<file path="src/logic/etls_params.svh">
// constants for the external torque limit selector
`ifndef ETLS_PARAMS_SVH
`define ETLS_PARAMS_SVH

// ----------------------------------------------------------------------
// register byte offsets
// ----------------------------------------------------------------------
`define ETLS_OFF_FWD_INT 8'h00
`define ETLS_OFF_REV_INT 8'h04
`define ETLS_OFF_FWD_EXT 8'h08
`define ETLS_OFF_REV_EXT 8'h0c
`define ETLS_OFF_ASSIGN 8'h10
`define ETLS_OFF_MOTOR_MAX 8'h14
`define ETLS_OFF_STATUS 8'h18
`define ETLS_OFF_IRQ_STAT 8'h1c
`define ETLS_OFF_IRQ_MASK 8'h20

// ----------------------------------------------------------------------
// reset values and ranges (percent of rated torque)
// ----------------------------------------------------------------------
`define ETLS_LIM_MAX 10'h320
`define ETLS_RST_INT_LIM 10'h320
`define ETLS_RST_EXT_LIM 10'h064
// arbitrary plain default, software loads the real motor figure
`define ETLS_RST_MOTOR_MAX 10'h12c
`define ETLS_RST_ASSIGN 8'h88
`define ETLS_RST_IRQ_MASK 3'h0

// ----------------------------------------------------------------------
// field positions
// ----------------------------------------------------------------------
`define ETLS_ASG_FWD_LSB 0
`define ETLS_ASG_REV_LSB 4
`define ETLS_ASG_W 4
`define ETLS_TERM_N 8
`define ETLS_EV_LIMIT 0
`define ETLS_EV_FWD 1
`define ETLS_EV_REV 2
`define ETLS_EV_N 3
`define ETLS_PCT_W 10
`define ETLS_TRQ_W 12

`endif

</file>
<file path="src/logic/etls_pkg.sv">
// types of the external torque limit selector
`default_nettype none

package etls_pkg;
    typedef logic [9:0] etls_pct_t;
    typedef logic signed [11:0] etls_trq_t;
    typedef logic [11:0] etls_mag_t;
    typedef logic [2:0] etls_ev_t;
    typedef logic [3:0] etls_sel_t;
endpackage : etls_pkg

`default_nettype wire

</file>
<file path="src/logic/etls_top.sv">
// external torque limit selector: settings, contact inputs, torque clamp
`include "etls_params.svh"
`default_nettype none

module etls_top
(
    input wire logic MCLK_I,
    input wire logic SYS_RST_I,
    input wire logic [7:0] REG_ADDR_I,
    input wire logic [31:0] REG_WDATA_I,
    input wire logic REG_WR_I,
    input wire logic REG_RD_I,
    output logic [31:0] REG_RDATA_O,
    input wire logic [7:0] TERM_I,
    input wire logic [11:0] TORQUE_REF_I,
    output logic [11:0] TORQUE_CMD_O,
    output logic [9:0] FWD_LIMIT_O,
    output logic [9:0] REV_LIMIT_O,
    output logic LIMIT_ACTIVE_O,
    output logic IRQ_O
);

    // ------------------------------------------------------------------
    // helpers
    // ------------------------------------------------------------------
    function automatic etls_pkg::etls_pct_t pct_min(
        input etls_pkg::etls_pct_t a,
        input etls_pkg::etls_pct_t b
    );
        pct_min = (a < b) ? a : b;
    endfunction : pct_min

    // settings above the range saturate instead of wrapping
    function automatic etls_pkg::etls_pct_t pct_sat(input logic [31:0] v);
        pct_sat = (v > {22'h000000, `ETLS_LIM_MAX}) ? `ETLS_LIM_MAX
                                                   : v[`ETLS_PCT_W-1:0];
    endfunction : pct_sat

    // select values with the top bit set mean "not assigned"
    function automatic logic term_pick(
        input logic [7:0] terms,
        input etls_pkg::etls_sel_t sel
    );
        term_pick = ~sel[3] & terms[sel[2:0]];
    endfunction : term_pick

    // ------------------------------------------------------------------
    // register state
    // ------------------------------------------------------------------
    etls_pkg::etls_pct_t fwd_internal_limit_q;
    etls_pkg::etls_pct_t rev_internal_limit_q;
    etls_pkg::etls_pct_t fwd_external_limit_q;
    etls_pkg::etls_pct_t rev_external_limit_q;
    etls_pkg::etls_pct_t motor_max_q;
    logic [7:0] input_terminal_assign_q;
    etls_pkg::etls_ev_t irq_stat_q;
    etls_pkg::etls_ev_t irq_stat_d;
    etls_pkg::etls_ev_t irq_mask_q;
    logic [31:0] rdata_q;
    logic [31:0] rdata_d;

    // ------------------------------------------------------------------
    // address decode
    // ------------------------------------------------------------------
    wire logic hit_fwd_int = (REG_ADDR_I == `ETLS_OFF_FWD_INT);
    wire logic hit_rev_int = (REG_ADDR_I == `ETLS_OFF_REV_INT);
    wire logic hit_fwd_ext = (REG_ADDR_I == `ETLS_OFF_FWD_EXT);
    wire logic hit_rev_ext = (REG_ADDR_I == `ETLS_OFF_REV_EXT);
    wire logic hit_assign = (REG_ADDR_I == `ETLS_OFF_ASSIGN);
    wire logic hit_motor_max = (REG_ADDR_I == `ETLS_OFF_MOTOR_MAX);
    wire logic hit_status = (REG_ADDR_I == `ETLS_OFF_STATUS);
    wire logic hit_irq_stat = (REG_ADDR_I == `ETLS_OFF_IRQ_STAT);
    wire logic hit_irq_mask = (REG_ADDR_I == `ETLS_OFF_IRQ_MASK);

    wire logic irq_read_clr = REG_RD_I & hit_irq_stat;
    wire etls_pkg::etls_pct_t wr_pct = pct_sat(REG_WDATA_I);

    // ------------------------------------------------------------------
    // settings registers
    // ------------------------------------------------------------------
    always_ff @(posedge MCLK_I or posedge SYS_RST_I)
    begin
        if (SYS_RST_I)
        begin
            fwd_internal_limit_q <= `ETLS_RST_INT_LIM;
            rev_internal_limit_q <= `ETLS_RST_INT_LIM;
            fwd_external_limit_q <= `ETLS_RST_EXT_LIM;
            rev_external_limit_q <= `ETLS_RST_EXT_LIM;
            motor_max_q <= `ETLS_RST_MOTOR_MAX;
            input_terminal_assign_q <= `ETLS_RST_ASSIGN;
            irq_mask_q <= `ETLS_RST_IRQ_MASK;
        end
        else if (REG_WR_I)
        begin
            // new settings act from the next cycle on
            if (hit_fwd_int)
            begin
                fwd_internal_limit_q <= wr_pct;
            end
            if (hit_rev_int)
            begin
                rev_internal_limit_q <= wr_pct;
            end
            if (hit_fwd_ext)
            begin
                fwd_external_limit_q <= wr_pct;
            end
            if (hit_rev_ext)
            begin
                rev_external_limit_q <= wr_pct;
            end
            if (hit_motor_max)
            begin
                motor_max_q <= wr_pct;
            end
            if (hit_assign)
            begin
                input_terminal_assign_q <= REG_WDATA_I[7:0];
            end
            if (hit_irq_mask)
            begin
                irq_mask_q <= REG_WDATA_I[`ETLS_EV_N-1:0];
            end
        end
    end

    // ------------------------------------------------------------------
    // contact inputs
    // ------------------------------------------------------------------
    logic [7:0] term_sync;

    etls_sync #(
        .WIDTH(`ETLS_TERM_N)
    ) u_sync (
        .MCLK_I(MCLK_I),
        .SYS_RST_I(SYS_RST_I),
        .async_i(TERM_I),
        .sync_o(term_sync)
    );

    wire etls_pkg::etls_sel_t fwd_sel =
        input_terminal_assign_q[`ETLS_ASG_FWD_LSB +: `ETLS_ASG_W];
    wire etls_pkg::etls_sel_t rev_sel =
        input_terminal_assign_q[`ETLS_ASG_REV_LSB +: `ETLS_ASG_W];

    // an unassigned contact reads as open
    wire logic fwd_ext_limit_in = term_pick(term_sync, fwd_sel);
    wire logic rev_ext_limit_in = term_pick(term_sync, rev_sel);

    // ------------------------------------------------------------------
    // limit selection
    // ------------------------------------------------------------------
    wire etls_pkg::etls_pct_t fwd_sel_lim = fwd_ext_limit_in
        ? pct_min(fwd_internal_limit_q, fwd_external_limit_q)
        : fwd_internal_limit_q;
    wire etls_pkg::etls_pct_t rev_sel_lim = rev_ext_limit_in
        ? pct_min(rev_internal_limit_q, rev_external_limit_q)
        : rev_internal_limit_q;

    // the motor cannot exceed its own peak whatever the settings say
    wire etls_pkg::etls_pct_t fwd_lim = pct_min(fwd_sel_lim, motor_max_q);
    wire etls_pkg::etls_pct_t rev_lim = pct_min(rev_sel_lim, motor_max_q);

    // ------------------------------------------------------------------
    // torque clamp
    // ------------------------------------------------------------------
    wire etls_pkg::etls_trq_t trq_ref = TORQUE_REF_I;
    wire logic dir_rev = trq_ref[`ETLS_TRQ_W-1];
    wire logic dir_fwd = ~dir_rev & (trq_ref != 12'sh000);
    // unsigned magnitude keeps the most negative code correct
    wire etls_pkg::etls_mag_t trq_mag = dir_rev ? 12'(~TORQUE_REF_I + 12'h001)
                                                : TORQUE_REF_I;
    wire etls_pkg::etls_mag_t fwd_lim_w = {2'b00, fwd_lim};
    wire etls_pkg::etls_mag_t rev_lim_w = {2'b00, rev_lim};
    wire logic fwd_over = dir_fwd & (trq_mag > fwd_lim_w);
    wire logic rev_over = dir_rev & (trq_mag > rev_lim_w);
    wire logic clamp_now = fwd_over | rev_over;

    wire logic [11:0] rev_neg = 12'(~rev_lim_w + 12'h001);
    wire logic [11:0] trq_d = fwd_over ? fwd_lim_w
                            : rev_over ? rev_neg
                            : TORQUE_REF_I;

    logic [11:0] trq_q;
    logic limit_active_out_q;
    etls_pkg::etls_pct_t fwd_lim_q;
    etls_pkg::etls_pct_t rev_lim_q;
    logic fwd_on_q;
    logic rev_on_q;

    always_ff @(posedge MCLK_I or posedge SYS_RST_I)
    begin
        if (SYS_RST_I)
        begin
            trq_q <= 12'h000;
            limit_active_out_q <= 1'b0;
            fwd_lim_q <= 10'h000;
            rev_lim_q <= 10'h000;
            fwd_on_q <= 1'b0;
            rev_on_q <= 1'b0;
        end
        else
        begin
            trq_q <= trq_d;
            limit_active_out_q <= clamp_now;
            fwd_lim_q <= fwd_lim;
            rev_lim_q <= rev_lim;
            fwd_on_q <= fwd_ext_limit_in;
            rev_on_q <= rev_ext_limit_in;
        end
    end

    // ------------------------------------------------------------------
    // interrupt status
    // ------------------------------------------------------------------
    // rising edges of the clamp flag and of each assigned contact
    wire etls_pkg::etls_ev_t ev_set = {
        rev_ext_limit_in & ~rev_on_q,
        fwd_ext_limit_in & ~fwd_on_q,
        clamp_now & ~limit_active_out_q
    };

    // an event landing on the clearing read survives it
    always_comb
    begin
        irq_stat_d = irq_stat_q;
        if (irq_read_clr)
        begin
            irq_stat_d = 3'h0;
        end
        irq_stat_d = irq_stat_d | ev_set;
    end

    always_ff @(posedge MCLK_I or posedge SYS_RST_I)
    begin
        if (SYS_RST_I)
        begin
            irq_stat_q <= 3'h0;
        end
        else
        begin
            irq_stat_q <= irq_stat_d;
        end
    end

    // ------------------------------------------------------------------
    // read path
    // ------------------------------------------------------------------
    wire logic [31:0] status_word = {
        29'h00000000,
        rev_on_q,
        fwd_on_q,
        limit_active_out_q
    };

    always_comb
    begin
        rdata_d = 32'h00000000;
        if (REG_RD_I)
        begin
            if (hit_fwd_int)
            begin
                rdata_d = {22'h000000, fwd_internal_limit_q};
            end
            else if (hit_rev_int)
            begin
                rdata_d = {22'h000000, rev_internal_limit_q};
            end
            else if (hit_fwd_ext)
            begin
                rdata_d = {22'h000000, fwd_external_limit_q};
            end
            else if (hit_rev_ext)
            begin
                rdata_d = {22'h000000, rev_external_limit_q};
            end
            else if (hit_assign)
            begin
                rdata_d = {24'h000000, input_terminal_assign_q};
            end
            else if (hit_motor_max)
            begin
                rdata_d = {22'h000000, motor_max_q};
            end
            else if (hit_status)
            begin
                rdata_d = status_word;
            end
            else if (hit_irq_stat)
            begin
                rdata_d = {29'h00000000, irq_stat_q};
            end
            else if (hit_irq_mask)
            begin
                rdata_d = {29'h00000000, irq_mask_q};
            end
        end
    end

    // read data stand for exactly one cycle, zero otherwise
    always_ff @(posedge MCLK_I or posedge SYS_RST_I)
    begin
        if (SYS_RST_I)
        begin
            rdata_q <= 32'h00000000;
        end
        else
        begin
            rdata_q <= rdata_d;
        end
    end

    // ------------------------------------------------------------------
    // outputs
    // ------------------------------------------------------------------
    assign REG_RDATA_O = rdata_q;
    assign TORQUE_CMD_O = trq_q;
    assign FWD_LIMIT_O = fwd_lim_q;
    assign REV_LIMIT_O = rev_lim_q;
    assign LIMIT_ACTIVE_O = limit_active_out_q;
    assign IRQ_O = |(irq_stat_q & irq_mask_q);

endmodule : etls_top

`default_nettype wire

</file>
<file path="src/logic/etls_sync.sv">
// two-flop synchroniser for the contact input terminals
`default_nettype none

module etls_sync
#(
    parameter int WIDTH = 8
)
(
    input wire logic MCLK_I,
    input wire logic SYS_RST_I,
    input wire logic [WIDTH-1:0] async_i,
    output logic [WIDTH-1:0] sync_o
);
    logic [WIDTH-1:0] meta_q;
    logic [WIDTH-1:0] sync_q;

    // first stage feeds only the second stage
    always_ff @(posedge MCLK_I or posedge SYS_RST_I)
    begin
        if (SYS_RST_I)
        begin
            meta_q <= '0;
            sync_q <= '0;
        end
        else
        begin
            meta_q <= async_i;
            sync_q <= meta_q;
        end
    end

    assign sync_o = sync_q;
endmodule : etls_sync

`default_nettype wire

</file>
<file path="config.mk">
export PLATFORM = sky130hd
export DESIGN_NAME = etls_top
export DESIGN_NICKNAME = d
export VERILOG_FILES = /design/src/logic/etls_pkg.sv /design/src/logic/etls_top.sv /design/src/logic/etls_sync.sv
export VERILOG_INCLUDE_DIRS = /design/src /design/src/logic
export SDC_FILE = /design/constraint.sdc
export NUM_CORES = 1
export LEC_CHECK = 0
export BUFFER_PORTS_ARGS = -buffer_cell sky130_fd_sc_hd__buf_4
export CAP_MARGIN = 20
export CORE_UTILIZATION = 63
export CTS_BUF_LIST = sky130_fd_sc_hd__clkbuf_4 sky130_fd_sc_hd__clkbuf_8
export CTS_CLUSTER_SIZE = 28
export DETAILED_ROUTE_END_ITERATION = 8
export GPL_TIMING_DRIVEN = 0
export PLACE_DENSITY = 0.89
export SKIP_LAST_GASP = 1
export SLEW_MARGIN = 10
export SYNTH_ARGS = -nofsm -noshare
export SYNTH_HDL_FRONTEND = slang
export SYNTH_HIERARCHICAL = 1
export SYNTH_SLANG_ARGS = --single-unit
</file>
<file path="constraint.sdc">
create_clock -name MCLK_I -period 14.9 [get_ports MCLK_I]
set_clock_uncertainty 0.15 [all_clocks]
set_input_delay 0 -clock MCLK_I [delete_from_list [all_inputs] [get_ports MCLK_I]]
set_output_delay 0 -clock MCLK_I [all_outputs]
set_load 0.01 [all_outputs]
</file>
# Yosys cells after proc, flatten, opt, wreduce, memory -nomap -nowiden
# Index checks and enable logic that the tools add are counted.
[op_classes]
bitwise_logic = 20
n_lt_le_gt_ge = 9
add_sub_neg = 2
n_reduce_logical = 10
n_eq_ne = 8
muxes = 25
[op_table]
columns = ["operator", "count"]
rows = [
  ["two-way mux 10 bit", 14],
  ["< comparator 10 bit", 4],
  ["two-way mux 12 bit", 3],
  ["equality test 8 x 5 -> 1 bit, second input constant", 4],
  ["> comparator 32 x 10 -> 1 bit, second input constant", 1],
  ["adder 12 x 1 -> 12 bit, second input constant", 2],
  ["> comparator 12 x 10 -> 1 bit", 2],
  ["equality test 8 x 4 -> 1 bit, second input constant", 2],
  ["AND reduction 2 bit", 7],
  ["two-way mux 3 bit", 4],
  ["inverter 10 -> 12 bit", 1],
  ["inverter 12 bit", 1],
  ["nonzero test 12 bit", 1],
  ["AND 1 bit", 9],
  ["equality test 8 x 3 -> 1 bit, second input constant", 1],
  ["equality test 8 x 6 -> 1 bit, second input constant", 1],
  ["zero test 8 bit", 1],
  ["< comparator 3 x 4 -> 1 bit, second input constant", 2],
  ["binary-select mux 1 bit (select 3 bit)", 2],
  ["inverter 1 bit", 6],
  ["AND 3 bit", 1],
  ["bitwise OR 3 bit", 1],
  ["OR reduction 3 bit", 1],
  ["two-way mux 1 bit", 2],
  ["bitwise OR 1 bit", 1],
]
[word_totals]
regBits = 147
input_bits = 64
elab_cells = 91
output_inout_bits = 66

# Depth between registers and ports, before layout
# Gate-level depths: netlist of the first run.
[logic_depth]
depth_word = 11
mapped_depth = 32
ltp_nobuf = 31

# Cells and area by module
# The synthesis of the first run kept the hierarchy.
[by_module_without_submodules]
columns = ["module", "cells_each", "instances", "seq_area_each_um2", "area_each_um2"]
rows = [
  ["etls_top", 735, 1, 2750.1, 6891.6],
  ["etls_sync", 17, 1, 400.4, 404.1],
]

# Worst setup path before layout of the first run
# No wires, ideal clock.
[synth_timing]
path_type = "register -> register"
startpoint = "register fwd_external_limit_q[2]"
endpoint = "register irq_stat_q[0]"
setup_time_ps = 125
path_buffers = 1
arrival_ps = 6064
setup_slack_ps = 8560
stages_incl_launch_ff = 32
path_cell_list = "dfstp_2 inv_1 ha_1 a21o_1 a21oi_1 o21ai_1 o2111ai_1 a21oi_2 mux2_2 ha_1 a21oi_1 nor2b_1 o21ai_0 a21oi_1 o211a_1 a211oi_1 nand3b_1 o21ai_1 mux2i_1 ha_1 nor2b_1 o21a_1 o21ai_0 a21oi_1 o21bai_1 a21boi_0 o31a_1 o21ai_1 clkbuf_1 nor2_1 a21oi_1 o21ai_1"
[synth_between]
elab_chain_len = 10
[synth_rtl]
columns = ["element", "line", "source"]
rows = [
  ["from (decl)", "etls_top.sv:52", "etls_pkg::etls_pct_t fwd_external_limit_q;"],
  ["from (signal assigned)", "etls_top.sv:87", "fwd_external_limit_q <= `ETLS_RST_EXT_LIM;"],
  ["from (signal assigned)", "etls_top.sv:106", "fwd_external_limit_q <= wr_pct;"],
  ["< comparator 10 bit", "etls_top.sv:30", "pct_min = (a < b) ? a : b;"],
  ["two-way mux 10 bit (*)", "etls_top.sv:30", ""],
  ["two-way mux 10 bit (*)", "etls_top.sv:154", "? pct_min(fwd_internal_limit_q, fwd_external_limit_q)"],
  ["< comparator 10 bit", "etls_top.sv:30", ""],
  ["two-way mux 10 bit (*)", "etls_top.sv:30", ""],
  ["> comparator 12 x 10 -> 1 bit (*)", "etls_top.sv:175", "wire logic fwd_over = dir_fwd & (trq_mag > fwd_lim_w);"],
  ["AND 1 bit (*)", "etls_top.sv:175", ""],
  ["bitwise OR 1 bit (*)", "etls_top.sv:177", "wire logic clamp_now = fwd_over | rev_over;"],
  ["AND 1 bit (*)", "etls_top.sv:220", "clamp_now & ~limit_active_out_q"],
  ["bitwise OR 3 bit (*)", "etls_top.sv:231", "irq_stat_d = irq_stat_d | ev_set;"],
  ["net irq_stat_d[0]", "etls_top.sv:57", "etls_pkg::etls_ev_t irq_stat_d;"],
  ["to (signal assigned)", "etls_top.sv:242", "irq_stat_q <= irq_stat_d;"],
  ["to (decl)", "etls_top.sv:56", "etls_pkg::etls_ev_t irq_stat_q;"],
]
# Mark *: on every way through the listed nets, which the timed path passes. The rest lies on a longest branch.
# A chain may end at the register's enable or synchronous reset.

# Worst setup path after layout of the first run
[layout_timing]
startpoint = "register fwd_external_limit_q[2]"
endpoint = "register trq_q[6] (netlist: TORQUE_CMD_O[6])"
[layout_between]
elab_chain_len = 8
[layout_rtl]
columns = ["element", "line", "source"]
rows = [
  ["< comparator 10 bit", "etls_top.sv:30", ""],
  ["two-way mux 10 bit (*)", "etls_top.sv:30", ""],
  ["two-way mux 10 bit (*)", "etls_top.sv:154", ""],
  ["< comparator 10 bit", "etls_top.sv:30", ""],
  ["two-way mux 10 bit (*)", "etls_top.sv:30", ""],
  ["> comparator 12 x 10 -> 1 bit", "etls_top.sv:175", ""],
  ["AND 1 bit", "etls_top.sv:175", ""],
  ["two-way mux 12 bit (*)", "etls_top.sv:180", "wire logic [11:0] trq_d = fwd_over ? fwd_lim_w"],
  ["net trq_d[6]", "etls_top.sv:180", ""],
  ["to (signal assigned)", "etls_top.sv:204", "trq_q <= trq_d;"],
  ["to (decl)", "etls_top.sv:184", "logic [11:0] trq_q;"],
]
# Marks and branches as above.

==> results.sh, run 1 <==
export IMPL_critPathMaxFanout=10
export IMPL_path_class="register to register"
export IMPL_synth_cells=752
export IMPL_drc=0
export IMPL_regArea_sq_um=3151
export IMPL_clk_path_buf_depth=2
export IMPL_min_period_over_period=0.5155
export IMPL_die_h_um=109.6
export IMPL_hold_class="input pin to asynchronous set/reset pin"
export IMPL_setup_viol=0
export IMPL_switchingPower_w=0.0002903
export IMPL_core_sq_um=11080
export IMPL_critical_path_required_ps=15090
export IMPL_wl_per_cell_um=22.22
export IMPL_reg2reg_depth=30
export IMPL_clk_pin_slew_ps=80
export IMPL_areaGrowthSynthToFinish_pct=27.13
export IMPL_io_buffers=105
export IMPL_synth_seq_cells=125
export IMPL_power_density_nw_per_um2=107.0
export IMPL_seq_area_frac_synth=0.4318
export IMPL_crit_path_frequent_cell="a21oi_1"
export IMPL_power_ir_vdd_worst_uv=90.17
export IMPL_hold_violations=0
export IMPL_cts_sinks=125
export IMPL_p_leak_nw=4.297
export IMPL_reg2reg_from="fwd_external_limit_q[2]"
export IMPL_pwr_share_clk=0.368
export IMPL_multi_input_area_sq_um=3729
export IMPL_status="finished clean"
export IMPL_postCtsResizedCells=0
export IMPL_critPathLaunchType="register"
export IMPL_synth_warnings=6
export IMPL_r2r_end="TORQUE_CMD_O[6]"
export IMPL_synthFlopType="dfrtp_1"
export IMPL_yosysTopAreaCellShare=0.3670
export IMPL_grt_total_usage=0.4261
export IMPL_avgSynthCellArea_sq_um=9.702
export IMPL_ys_types=66
export IMPL_cts_tree="built"
export IMPL_postSynth_asyncResetShare=1.000
export IMPL_rrSetupSlack_ps=7220
export IMPL_switching_share=0.2926
export IMPL_grt_ovfl_total=0
export IMPL_gp_congestion=0.9503
export IMPL_crit_path_end="TORQUE_CMD_O[6]"
export IMPL_drv_cap=0
export IMPL_tightest_slew_ps=1067
export IMPL_final_util=0.8372
export IMPL_antenna_found_initial=1
export IMPL_critPathSlowestCell="o21ai_1"
export IMPL_layout_common_cells="buf_4 (127), dfrtp_1 (107), nand2_1 (104), o21ai_0 (69), inv_1 (59)"
export IMPL_tns_ps=0
export IMPL_ios=130
export IMPL_slew_violations=0
export IMPL_cp_arrival_ps=7870
export IMPL_first_iter_violations=892
export IMPL_grt_pass1_wl_um=37120
export IMPL_dp_hpwl_um=16940
export IMPL_antenna_left=0
export IMPL_via_count=7082
export IMPL_ctsRootBufferMaster="clkbuf_8"
export IMPL_p_int_w=0.0007018
export IMPL_yosysTopAreaCell="dfrtp_1"
export IMPL_cts_made_buffers=17
export IMPL_cpPeakStageDelay_ps=750
export IMPL_final_common_cell="buf_4"
export IMPL_p_seq_frac=0.380
export IMPL_grt_pass1_vias=6983
export IMPL_nets=1060
export IMPL_synth_edf_count=0
export IMPL_fp_row_count=38
export IMPL_die_area_sq_um=12010
export IMPL_h_tree_depth=4
export IMPL_die_w_um=109.6
export IMPL_pwr_share_comb=0.252
export IMPL_vias_per_cell=6.473
export IMPL_grt_setup_unrepaired="no"
export IMPL_start_util=0.6586
export IMPL_clock_fmax_ghz=0.1302
export IMPL_layout_drive_gt1_share=0.2329
export IMPL_synth_area_leaders="dfrtp_1 (37%), ha_1 (9.6%), dfstp_2 (6.5%), nand2_1 (5.4%), o21ai_0 (4.7%)"
export IMPL_min_period_ps=7681
export IMPL_drt_pass1_iterations=8
export IMPL_final_fill_count=616
export IMPL_grt_max_degree=64
export IMPL_slew_limit_headroom=0.2832
export IMPL_crit_path_start="fwd_external_limit_q[2]"
export IMPL_routed_wl_um=24310
export IMPL_syn_area_sq_um=7296
export IMPL_clock_latency_ps=450
export IMPL_endpoint_kind="register"
## state kept, by name, indices dropped and copies added, names as in the netlist
| signal | flops |
|---|---|
| input_terminal_assign_q | 8 |
| LIMIT_ACTIVE_O | 1 |
| irq_mask_q | 3 |
| rev_external_limit_q | 10 |
| u_sync/meta_q | 8 |
| REG_RDATA_O | 10 |
| FWD_LIMIT_O | 10 |
| motor_max_q | 10 |
| fwd_on_q | 1 |
| rev_internal_limit_q | 10 |
| rev_on_q | 1 |
| REV_LIMIT_O | 10 |
| fwd_internal_limit_q | 10 |
| u_sync/sync_o | 8 |
| fwd_external_limit_q | 10 |
| TORQUE_CMD_O | 12 |
| irq_stat_q | 3 |
## worst max-delay path, delay by kind of cell (launching register included)
family	cells	cell delay, ps
buf+inv	2	530
compound gates	19	4070
simple gates	4	450
fa+ha+maj	3	890
flops	1	580
mux	2	900
## power groups by stage
stage	clock network [W]	registers, W	logic, W
finish	0.000365	0.000377	0.000250
global route	0.000380	0.000379	0.000271
CTS	0.000363	0.000376	0.000243
detailed placement	0	0.000382	0.000234
global placement	0	0.000381	0.000227
floorplan	0	0.000386	0.000149
## cells in the mapped netlist, drive strengths merged (7+ instances only)
master and number:
dfrtp 107, nand2 104, o21ai 76, inv 60, ha 56, mux2 31
buf 25, nor2 25, clkbuf 24, a21oi 22, a22oi 22, dfstp 18
mux2i 16, xnor2 15, nor3 14, a31oi 13, a211oi 9, nand4 9
nand3 8, nor4 7
## area by class of cell
class	count	area share
diodes	1	0.0002698
flip-flops and latches	125	0.3397
well taps	140	0.01889
inverters	60	0.02455
plain buffers	49	0.02914
clock inverters	9	0.01929
multi-input cells	539	0.4020
repair buffers	148	0.1327
clock buffers	23	0.03345
## through the flow
stage,setup slack [ps],total power [W],instance area (sq um),instances,hold slack (ps)
floorplan,8560,0.0005351,7375,773,-236.3
global placement,7512,0.0006086,8338,1018,-81.78
detailed placement,7379,0.0006157,8368,1019,-39.59
CTS,7303,0.0009818,9268,1092,30.94
global route,6720,0.001030,9275,1094,44.56
finish,7219,0.0009921,9275,1094,50.55
## metal layers
| layer | part of all wire | up-vias | track usage |
|---|---|---|---|
| met1 | 0.37 | 3349 | 0.5295 |
| met2 | 0.45 | 554 | 0.6649 |
| li1 | - | 3055 | - |
| met4 | 0.053 | 0 | 0.2219 |
| met3 | 0.13 | 124 | 0.1381 |
| met5 | 0 | - | 0 |
## logic make-up after synthesis
group / share of synthesized area
compound gates: 0.1725
xor+xnor: 0.02281
fa+ha+maj: 0.09741
buf+inv: 0.06791
flops: 0.4318
mux: 0.08421
other cells: 0.0005140
simple gates: 0.1228
## how the worst min path moves through the flow
stage / to / cells after the start / start
after floorplan: u_sync/meta_q[0] / 1 / SYS_RST_I
after global placement: u_sync/meta_q[0] / 2 / SYS_RST_I
after detailed placement: u_sync/meta_q[1] / 1 / TERM_I[1]
after CTS: u_sync/meta_q[2] / 2 / TERM_I[2]
after global routing: u_sync/meta_q[1] / 2 / TERM_I[1]
final: u_sync/sync_o[5] / 3 / SYS_RST_I
## repair_timing
action                    CTS  global route
buffers inserted            0             0
hold endpoints to repair  193             0
hold buffers               41             0
Note: power is estimated with default switching activity, not from simulation.
==> run 2, diff against run 1 <==
--- a/config.mk
+++ b/config.mk
@@ -8,12 +8,12 @@
 export LEC_CHECK = 0
 export BUFFER_PORTS_ARGS = -buffer_cell sky130_fd_sc_hd__buf_4
 export CAP_MARGIN = 20
-export CORE_UTILIZATION = 63
+export CORE_UTILIZATION = 58
 export CTS_BUF_LIST = sky130_fd_sc_hd__clkbuf_4 sky130_fd_sc_hd__clkbuf_8
 export CTS_CLUSTER_SIZE = 28
 export DETAILED_ROUTE_END_ITERATION = 8
 export GPL_TIMING_DRIVEN = 0
-export PLACE_DENSITY = 0.89
+export PLACE_DENSITY = 0.82
 export SKIP_LAST_GASP = 1
 export SLEW_MARGIN = 10
 export SYNTH_ARGS = -nofsm -noshare
==> constraint.sdc (replaced) <==
create_clock -name MCLK_I -period 8.1 [get_ports MCLK_I]
set_clock_uncertainty 0.15 [all_clocks]
set_input_delay 0 -clock MCLK_I [delete_from_list [all_inputs] [get_ports MCLK_I]]
set_output_delay 0 -clock MCLK_I [all_outputs]
set_load 0.01 [all_outputs]
==> run 2 against run 1 <==
  * Critical path depth shrank 2
  * Via count shrank 3.2%
  * Worst hold slack is essentially flat
  * Highest routed layer unchanged
==> results.sh, run 2 (synthesis results as in run 1) <==
export IMPL_status="finished clean"
export IMPL_post_cts_setup_buffers=0
export IMPL_slew_limit_headroom=0.4928
export IMPL_critPathSlowestCell="dfstp_2"
export IMPL_routed_wl_um=22880
export IMPL_layout_drive_gt1_share=0.2346
export IMPL_grt_total_usage=0.3729
export IMPL_min_period_over_period=0.9360
export IMPL_cpPeakStageDelay_ps=580
export IMPL_stdcell_count=1123
export IMPL_clock_latency_ps=450
export IMPL_die_h_um=114.2
export IMPL_io_buffers=105
export IMPL_power_ir_vdd_worst_uv=193.9
export IMPL_endpoint_kind="register"
export IMPL_final_common_cell="buf_4"
export IMPL_drt_pass1_iterations=6
export IMPL_die_area_sq_um=13030
export IMPL_ios=130
export IMPL_tns_ps=0
export IMPL_clk_path_buf_depth=2
export IMPL_via_count=6854
export IMPL_critPathLaunchType="register"
export IMPL_p_leak_nw=4.275
export IMPL_cts_tree="built"
export IMPL_fp_row_count=40
export IMPL_antenna_found_initial=0
export IMPL_largest_reg_flops=12
export IMPL_layout_common_cells="buf_4 (128), dfrtp_1 (107), nand2_1 (104), o21ai_0 (69), inv_1 (59)"
export IMPL_tightest_slew_ps=739.6
export IMPL_cts_sinks=125
export IMPL_setup_viol=0
export IMPL_critical_path_required_ps=8230
export IMPL_first_iter_violations=712
export IMPL_n_antenna_cell=0
export IMPL_grt_pass1_vias=6907
export IMPL_path_class="register to register"
export IMPL_grt_pass1_wl_um=36290
export IMPL_nets=1062
export IMPL_place_inst=1048
export IMPL_grt_max_degree=62
export IMPL_gp_congestion=0.9706
export IMPL_cts_made_buffers=17
export IMPL_h_tree_depth=4
export IMPL_dp_hpwl_um=16970
export IMPL_critPathMaxFanout=10
export IMPL_cp_arrival_ps=7710
export IMPL_areaGrowthSynthToFinish_pct=26.29
export IMPL_power_density_nw_per_um2=181.4
export IMPL_grt_setup_unrepaired="no"
export IMPL_drv_cap=0
export IMPL_clk_pin_slew_ps=70
export IMPL_antenna_left=0
export IMPL_min_period_ps=7581
export IMPL_drc=0
export IMPL_core_sq_um=12110
export IMPL_hold_ws_ps=50.78
export IMPL_start_util=0.6024
export IMPL_hold_class="input pin to asynchronous set/reset pin"
export IMPL_die_w_um=114.2
export IMPL_grt_ovfl_total=0
export IMPL_clock_fmax_ghz=0.1319
export IMPL_slew_violations=0
export IMPL_wl_per_cell_um=20.37
export IMPL_ctsRootBufferMaster="clkbuf_8"
export IMPL_hold_violations=0
export IMPL_vias_per_cell=6.103
[run 2: cell types whose count changed in the layout (fill, tap and decap cells not counted), moves of 2 or more]
cell	previous run	this run
clkbuf_8	22	19
clkbuf_4	1	3
clkinv_2	1	5
bufinv_16	5	1
clkinvlp_4	2	0
clkinv_4	0	2
[run 2: layer usage]
layer  part of all wire  global-route usage
met1               0.40              0.4765
met2               0.47              0.5992
met3              0.089             0.08841
met4              0.044              0.1792
met5                  0                   0
[run 2: power by group]
part / switching, W / internal [W]
registers: 0.0000239 / 0.000668
logic: 0.000245 / 0.000212
clock network: 0.000253 / 0.000269
total: 0.000523 / 0.00115
[run 2: layout make-up]
| type | count | area [sq um] |
|---|---|---|
| repair buffers | 150 | 1249 |
| multi-input cells | 539 | 3732 |
| clock inverters | 10 | 90.09 |
| flip-flops and latches | 125 | 3151 |
| inverters | 60 | 227.7 |
| well taps | 168 | 210.2 |
| plain buffers | 49 | 270.3 |
| clock buffers | 22 | 284.0 |
| fillers | 834 | 2898 |
[run 2: worst paths after layout]
check | startpoint | to | slack [ps] | cells past startpoint
setup / recovery | rev_external_limit_q[6] | TORQUE_CMD_O[5] | 520 | 28
hold / removal | SYS_RST_I | REG_RDATA_O[5] | 50 | 3
setup reg to reg | rev_external_limit_q[6] | TORQUE_CMD_O[5] | 520 | 28
hold reg to reg | u_sync/meta_q[1] | u_sync/sync_o[1] | 200 | 0
max in group asynchronous | SYS_RST_I | rev_external_limit_q[6] | 6980 | 4
min in group MCLK_I | TERM_I[6] | u_sync/meta_q[6] | 50 | 2
[run 2: repair_timing]
| item | 4_1_cts | 5_1_grt |
|---|---|---|
| gates resized for setup | 0 | 1 |
| hold endpoints to repair | 190 | 0 |
| hold buffers | 42 | 0 |
| endpoints found under the setup margin | 0 | 6 |
[run 2: stage by stage]
step	area [sq um]	worst slack, ps	power (W)	util
2_1_floorplan	7375	1760	0.0009843	-
3_3_place_gp	8373	640.9	0.001120	0.6913
3_5_place_dp	8411	390.7	0.001132	0.6944
4_1_cts	9205	373.4	0.001662	0.7600
5_1_grt	9214	73.26	0.001752	0.7607
6_report	9214	518.8	0.001672	0.7607
[run 2: worst max-delay path, delay by kind of cell (launching register included)]
family,cells,cell delay (ps)
AO/OA/AOI/OAI,11,2510
multiplexers,1,420
AND/OR/NAND/NOR,7,1390
buffers and inverters,6,1610
adder cells (fa/ha/maj),3,760
flip-flops,1,580
==> run 3, diff against run 2 <==
--- a/config.mk
+++ b/config.mk
@@ -8,12 +8,14 @@
 export LEC_CHECK = 0
 export BUFFER_PORTS_ARGS = -buffer_cell sky130_fd_sc_hd__buf_4
 export CAP_MARGIN = 20
-export CORE_UTILIZATION = 58
+export CELL_PAD_IN_SITES_DETAIL_PLACEMENT = 0
+export CELL_PAD_IN_SITES_GLOBAL_PLACEMENT = 2
+export CORE_UTILIZATION = 36
 export CTS_BUF_LIST = sky130_fd_sc_hd__clkbuf_4 sky130_fd_sc_hd__clkbuf_8
 export CTS_CLUSTER_SIZE = 28
 export DETAILED_ROUTE_END_ITERATION = 8
 export GPL_TIMING_DRIVEN = 0
-export PLACE_DENSITY = 0.82
+export PLACE_DENSITY_LB_ADDON = 0.1
 export SKIP_LAST_GASP = 1
 export SLEW_MARGIN = 10
 export SYNTH_ARGS = -nofsm -noshare
==> run 3 against run 2 <==
  * Register-to-register slack about the same
  * First-iteration DRC count is 38% lower
  * Sequential power is essentially flat
  * Clock power is 11% higher
  * Critical path depth down 3
  * Utilization shrank 28 points
  * Fmax is 0.12% lower
  * Final cell count increased by 9.6%
  * Combinational power is 3% higher
  * Count of clock-buffer cells in the layout shrank 5
  * Sequential share of layout area decreased by 1.1 points
  * Largest power group unchanged
==> results.sh, run 3 (synthesis results as in run 1) <==
export IMPL_grt_pass1_vias=6537
export IMPL_cp_arrival_ps=7800
export IMPL_io_buffers=105
export IMPL_clock_latency_ps=470
export IMPL_setup_viol=0
export IMPL_critPathSlowestCell="dfstp_2"
export IMPL_cts_sinks=125
export IMPL_path_class="register to register"
export IMPL_cts_made_buffers=17
export IMPL_p_int_w=0.001126
export IMPL_slew_violations=0
export IMPL_pre_cts_slack_ps=209.4
export IMPL_power_density_nw_per_um2=183.2
export IMPL_wl_per_cell_um=19.03
export IMPL_multi_input_area_sq_um=3734
export IMPL_cpPeakStageDelay_ps=580
export IMPL_status="finished clean"
export IMPL_regArea_sq_um=3151
export IMPL_grt_total_usage=0.2380
export IMPL_endpoint_kind="register"
export IMPL_grt_pass1_wl_um=36040
export IMPL_largest_reg_flops=12
export IMPL_switching_share=0.3537
export IMPL_slew_limit_headroom=0.2618
export IMPL_tightest_slew_ps=1099
export IMPL_min_period_over_period=0.9371
export IMPL_critPathLaunchType="register"
export IMPL_crit_path_start="rev_external_limit_q[6]"
export IMPL_layout_drive_gt1_share=0.2308
export IMPL_final_fill_count=1930
export IMPL_layout_common_cells="buf_4 (128), dfrtp_1 (107), nand2_1 (104), o21ai_0 (69), inv_1 (59)"
export IMPL_n_antenna_cell=0
export IMPL_place_inst=1144
export IMPL_gp_congestion=0.8849
export IMPL_first_iter_violations=440
export IMPL_grt_max_degree=92
export IMPL_drt_pass1_iterations=5
export IMPL_critPathMaxFanout=10
export IMPL_start_util=0.3712
export IMPL_min_delay_start="REG_ADDR_I[1]"
export IMPL_p_leak_nw=4.312
export IMPL_hold_violations=0
export IMPL_final_util=0.4837
export IMPL_grt_setup_unrepaired="no"
export IMPL_ctsRootBufferMaster="clkbuf_8"
export IMPL_grt_ovfl_total=0
export IMPL_power_ir_vdd_worst_uv=109.3
export IMPL_dp_hpwl_um=18190
export IMPL_die_area_sq_um=20840
export IMPL_antenna_found_initial=0
export IMPL_areaGrowthSynthToFinish_pct=30.30
export IMPL_hold_class="input pin to register"
export IMPL_vias_per_cell=5.245
export IMPL_pwr_share_comb=0.271
export IMPL_reg2reg_from="rev_external_limit_q[6]"
export IMPL_min_period_ps=7590
export IMPL_via_count=6456
export IMPL_clk_pin_slew_ps=100
export IMPL_h_tree_depth=4
export IMPL_drv_cap=0
export IMPL_final_common_cell="buf_4"
export IMPL_cp_top_family="compound AO/OA/AOI/OAI gates"
export IMPL_critical_path_required_ps=8310
export IMPL_ios=130
export IMPL_fp_row_count=51
export IMPL_pwr_share_clk=0.332
export IMPL_clk_path_buf_depth=2
export IMPL_p_seq_frac=0.397
export IMPL_tns_ps=0
export IMPL_stdcell_count=1231
export IMPL_power_w=0.001742
export IMPL_routed_wl_um=23430
export IMPL_die_w_um=144.4
export IMPL_core_sq_um=19650
export IMPL_cts_tree="built"
export IMPL_antenna_left=0
export IMPL_drc=0
export IMPL_clock_fmax_ghz=0.1317
export IMPL_post_cts_setup_buffers=0
export IMPL_die_h_um=144.4
export IMPL_critPathBufInv=5
export IMPL_setup_ws_ps=509.7
export IMPL_nets=1073
export IMPL_switchingPower_w=0.0006161
-- run 3: through the flow --
step,instance area [sq um],hold slack (ps)
floorplan,7375,-236.3
global placement,8494,-69.27
detailed placement,8532,-195.9
CTS,9499,51.84
global route,9507,81.52
finish,9507,71.24
-- run 3: path summary, 6_finish.rpt --
path                                            to  cells after the start  slack, ps
min in group asynchronous           FWD_LIMIT_O[8]                      4        470
setup / recovery                   TORQUE_CMD_O[8]                     25        510
setup reg to reg                   TORQUE_CMD_O[8]                     25        510
hold reg to reg                   u_sync/sync_o[4]                      0        210
max in group asynchronous  rev_internal_limit_q[5]                      5       6590
hold / removal                      REG_RDATA_O[4]                      6         70
-- run 3: metal layers --
| layer | global-route usage | wire [um] | vias up |
|---|---|---|---|
| met2 | 0.4054 | 11600 | 222 |
| met5 | 0 | 0 | - |
| met1 | 0.3066 | 10240 | 3113 |
| li1 | - | - | 3086 |
| met3 | 0.03808 | 1094 | 35 |
| met4 | 0.07756 | 494 | 0 |
-- run 3: worst min-delay path, cell delays in order --
cell and delay [ps]:
buf_4 80, nor2_1 50, nand2_1 90, nor3_2 120
a22oi_1 160, a31oi_1 120
-- run 3: layout make-up --
cell class	count	share of cell area
clock buffer	17	0.02461
tap	265	0.03488
timing repair buffer	161	0.1435
clock inverter	15	0.02027
sequential	125	0.3314
multi-input combinational	539	0.3927
inverter	60	0.02422
buffer	49	0.02843
-- run 3: timing repair --
action                    in CTS  in global routing
hold endpoints to repair     208                  0
resized for setup              0                  0
hold buffers                  54                  0
-- run 3: power by group through the flow --
stage	Combinational [W]	Clock [W]	Sequential (W)
2_1_floorplan	0.000274	0	0.000710
3_3_place_gp	0.000443	0	0.000702
3_5_place_dp	0.000447	0	0.000704
4_1_cts	0.000470	0.000590	0.000692
5_1_grt	0.000516	0.000618	0.000697
6_report	0.000472	0.000578	0.000692
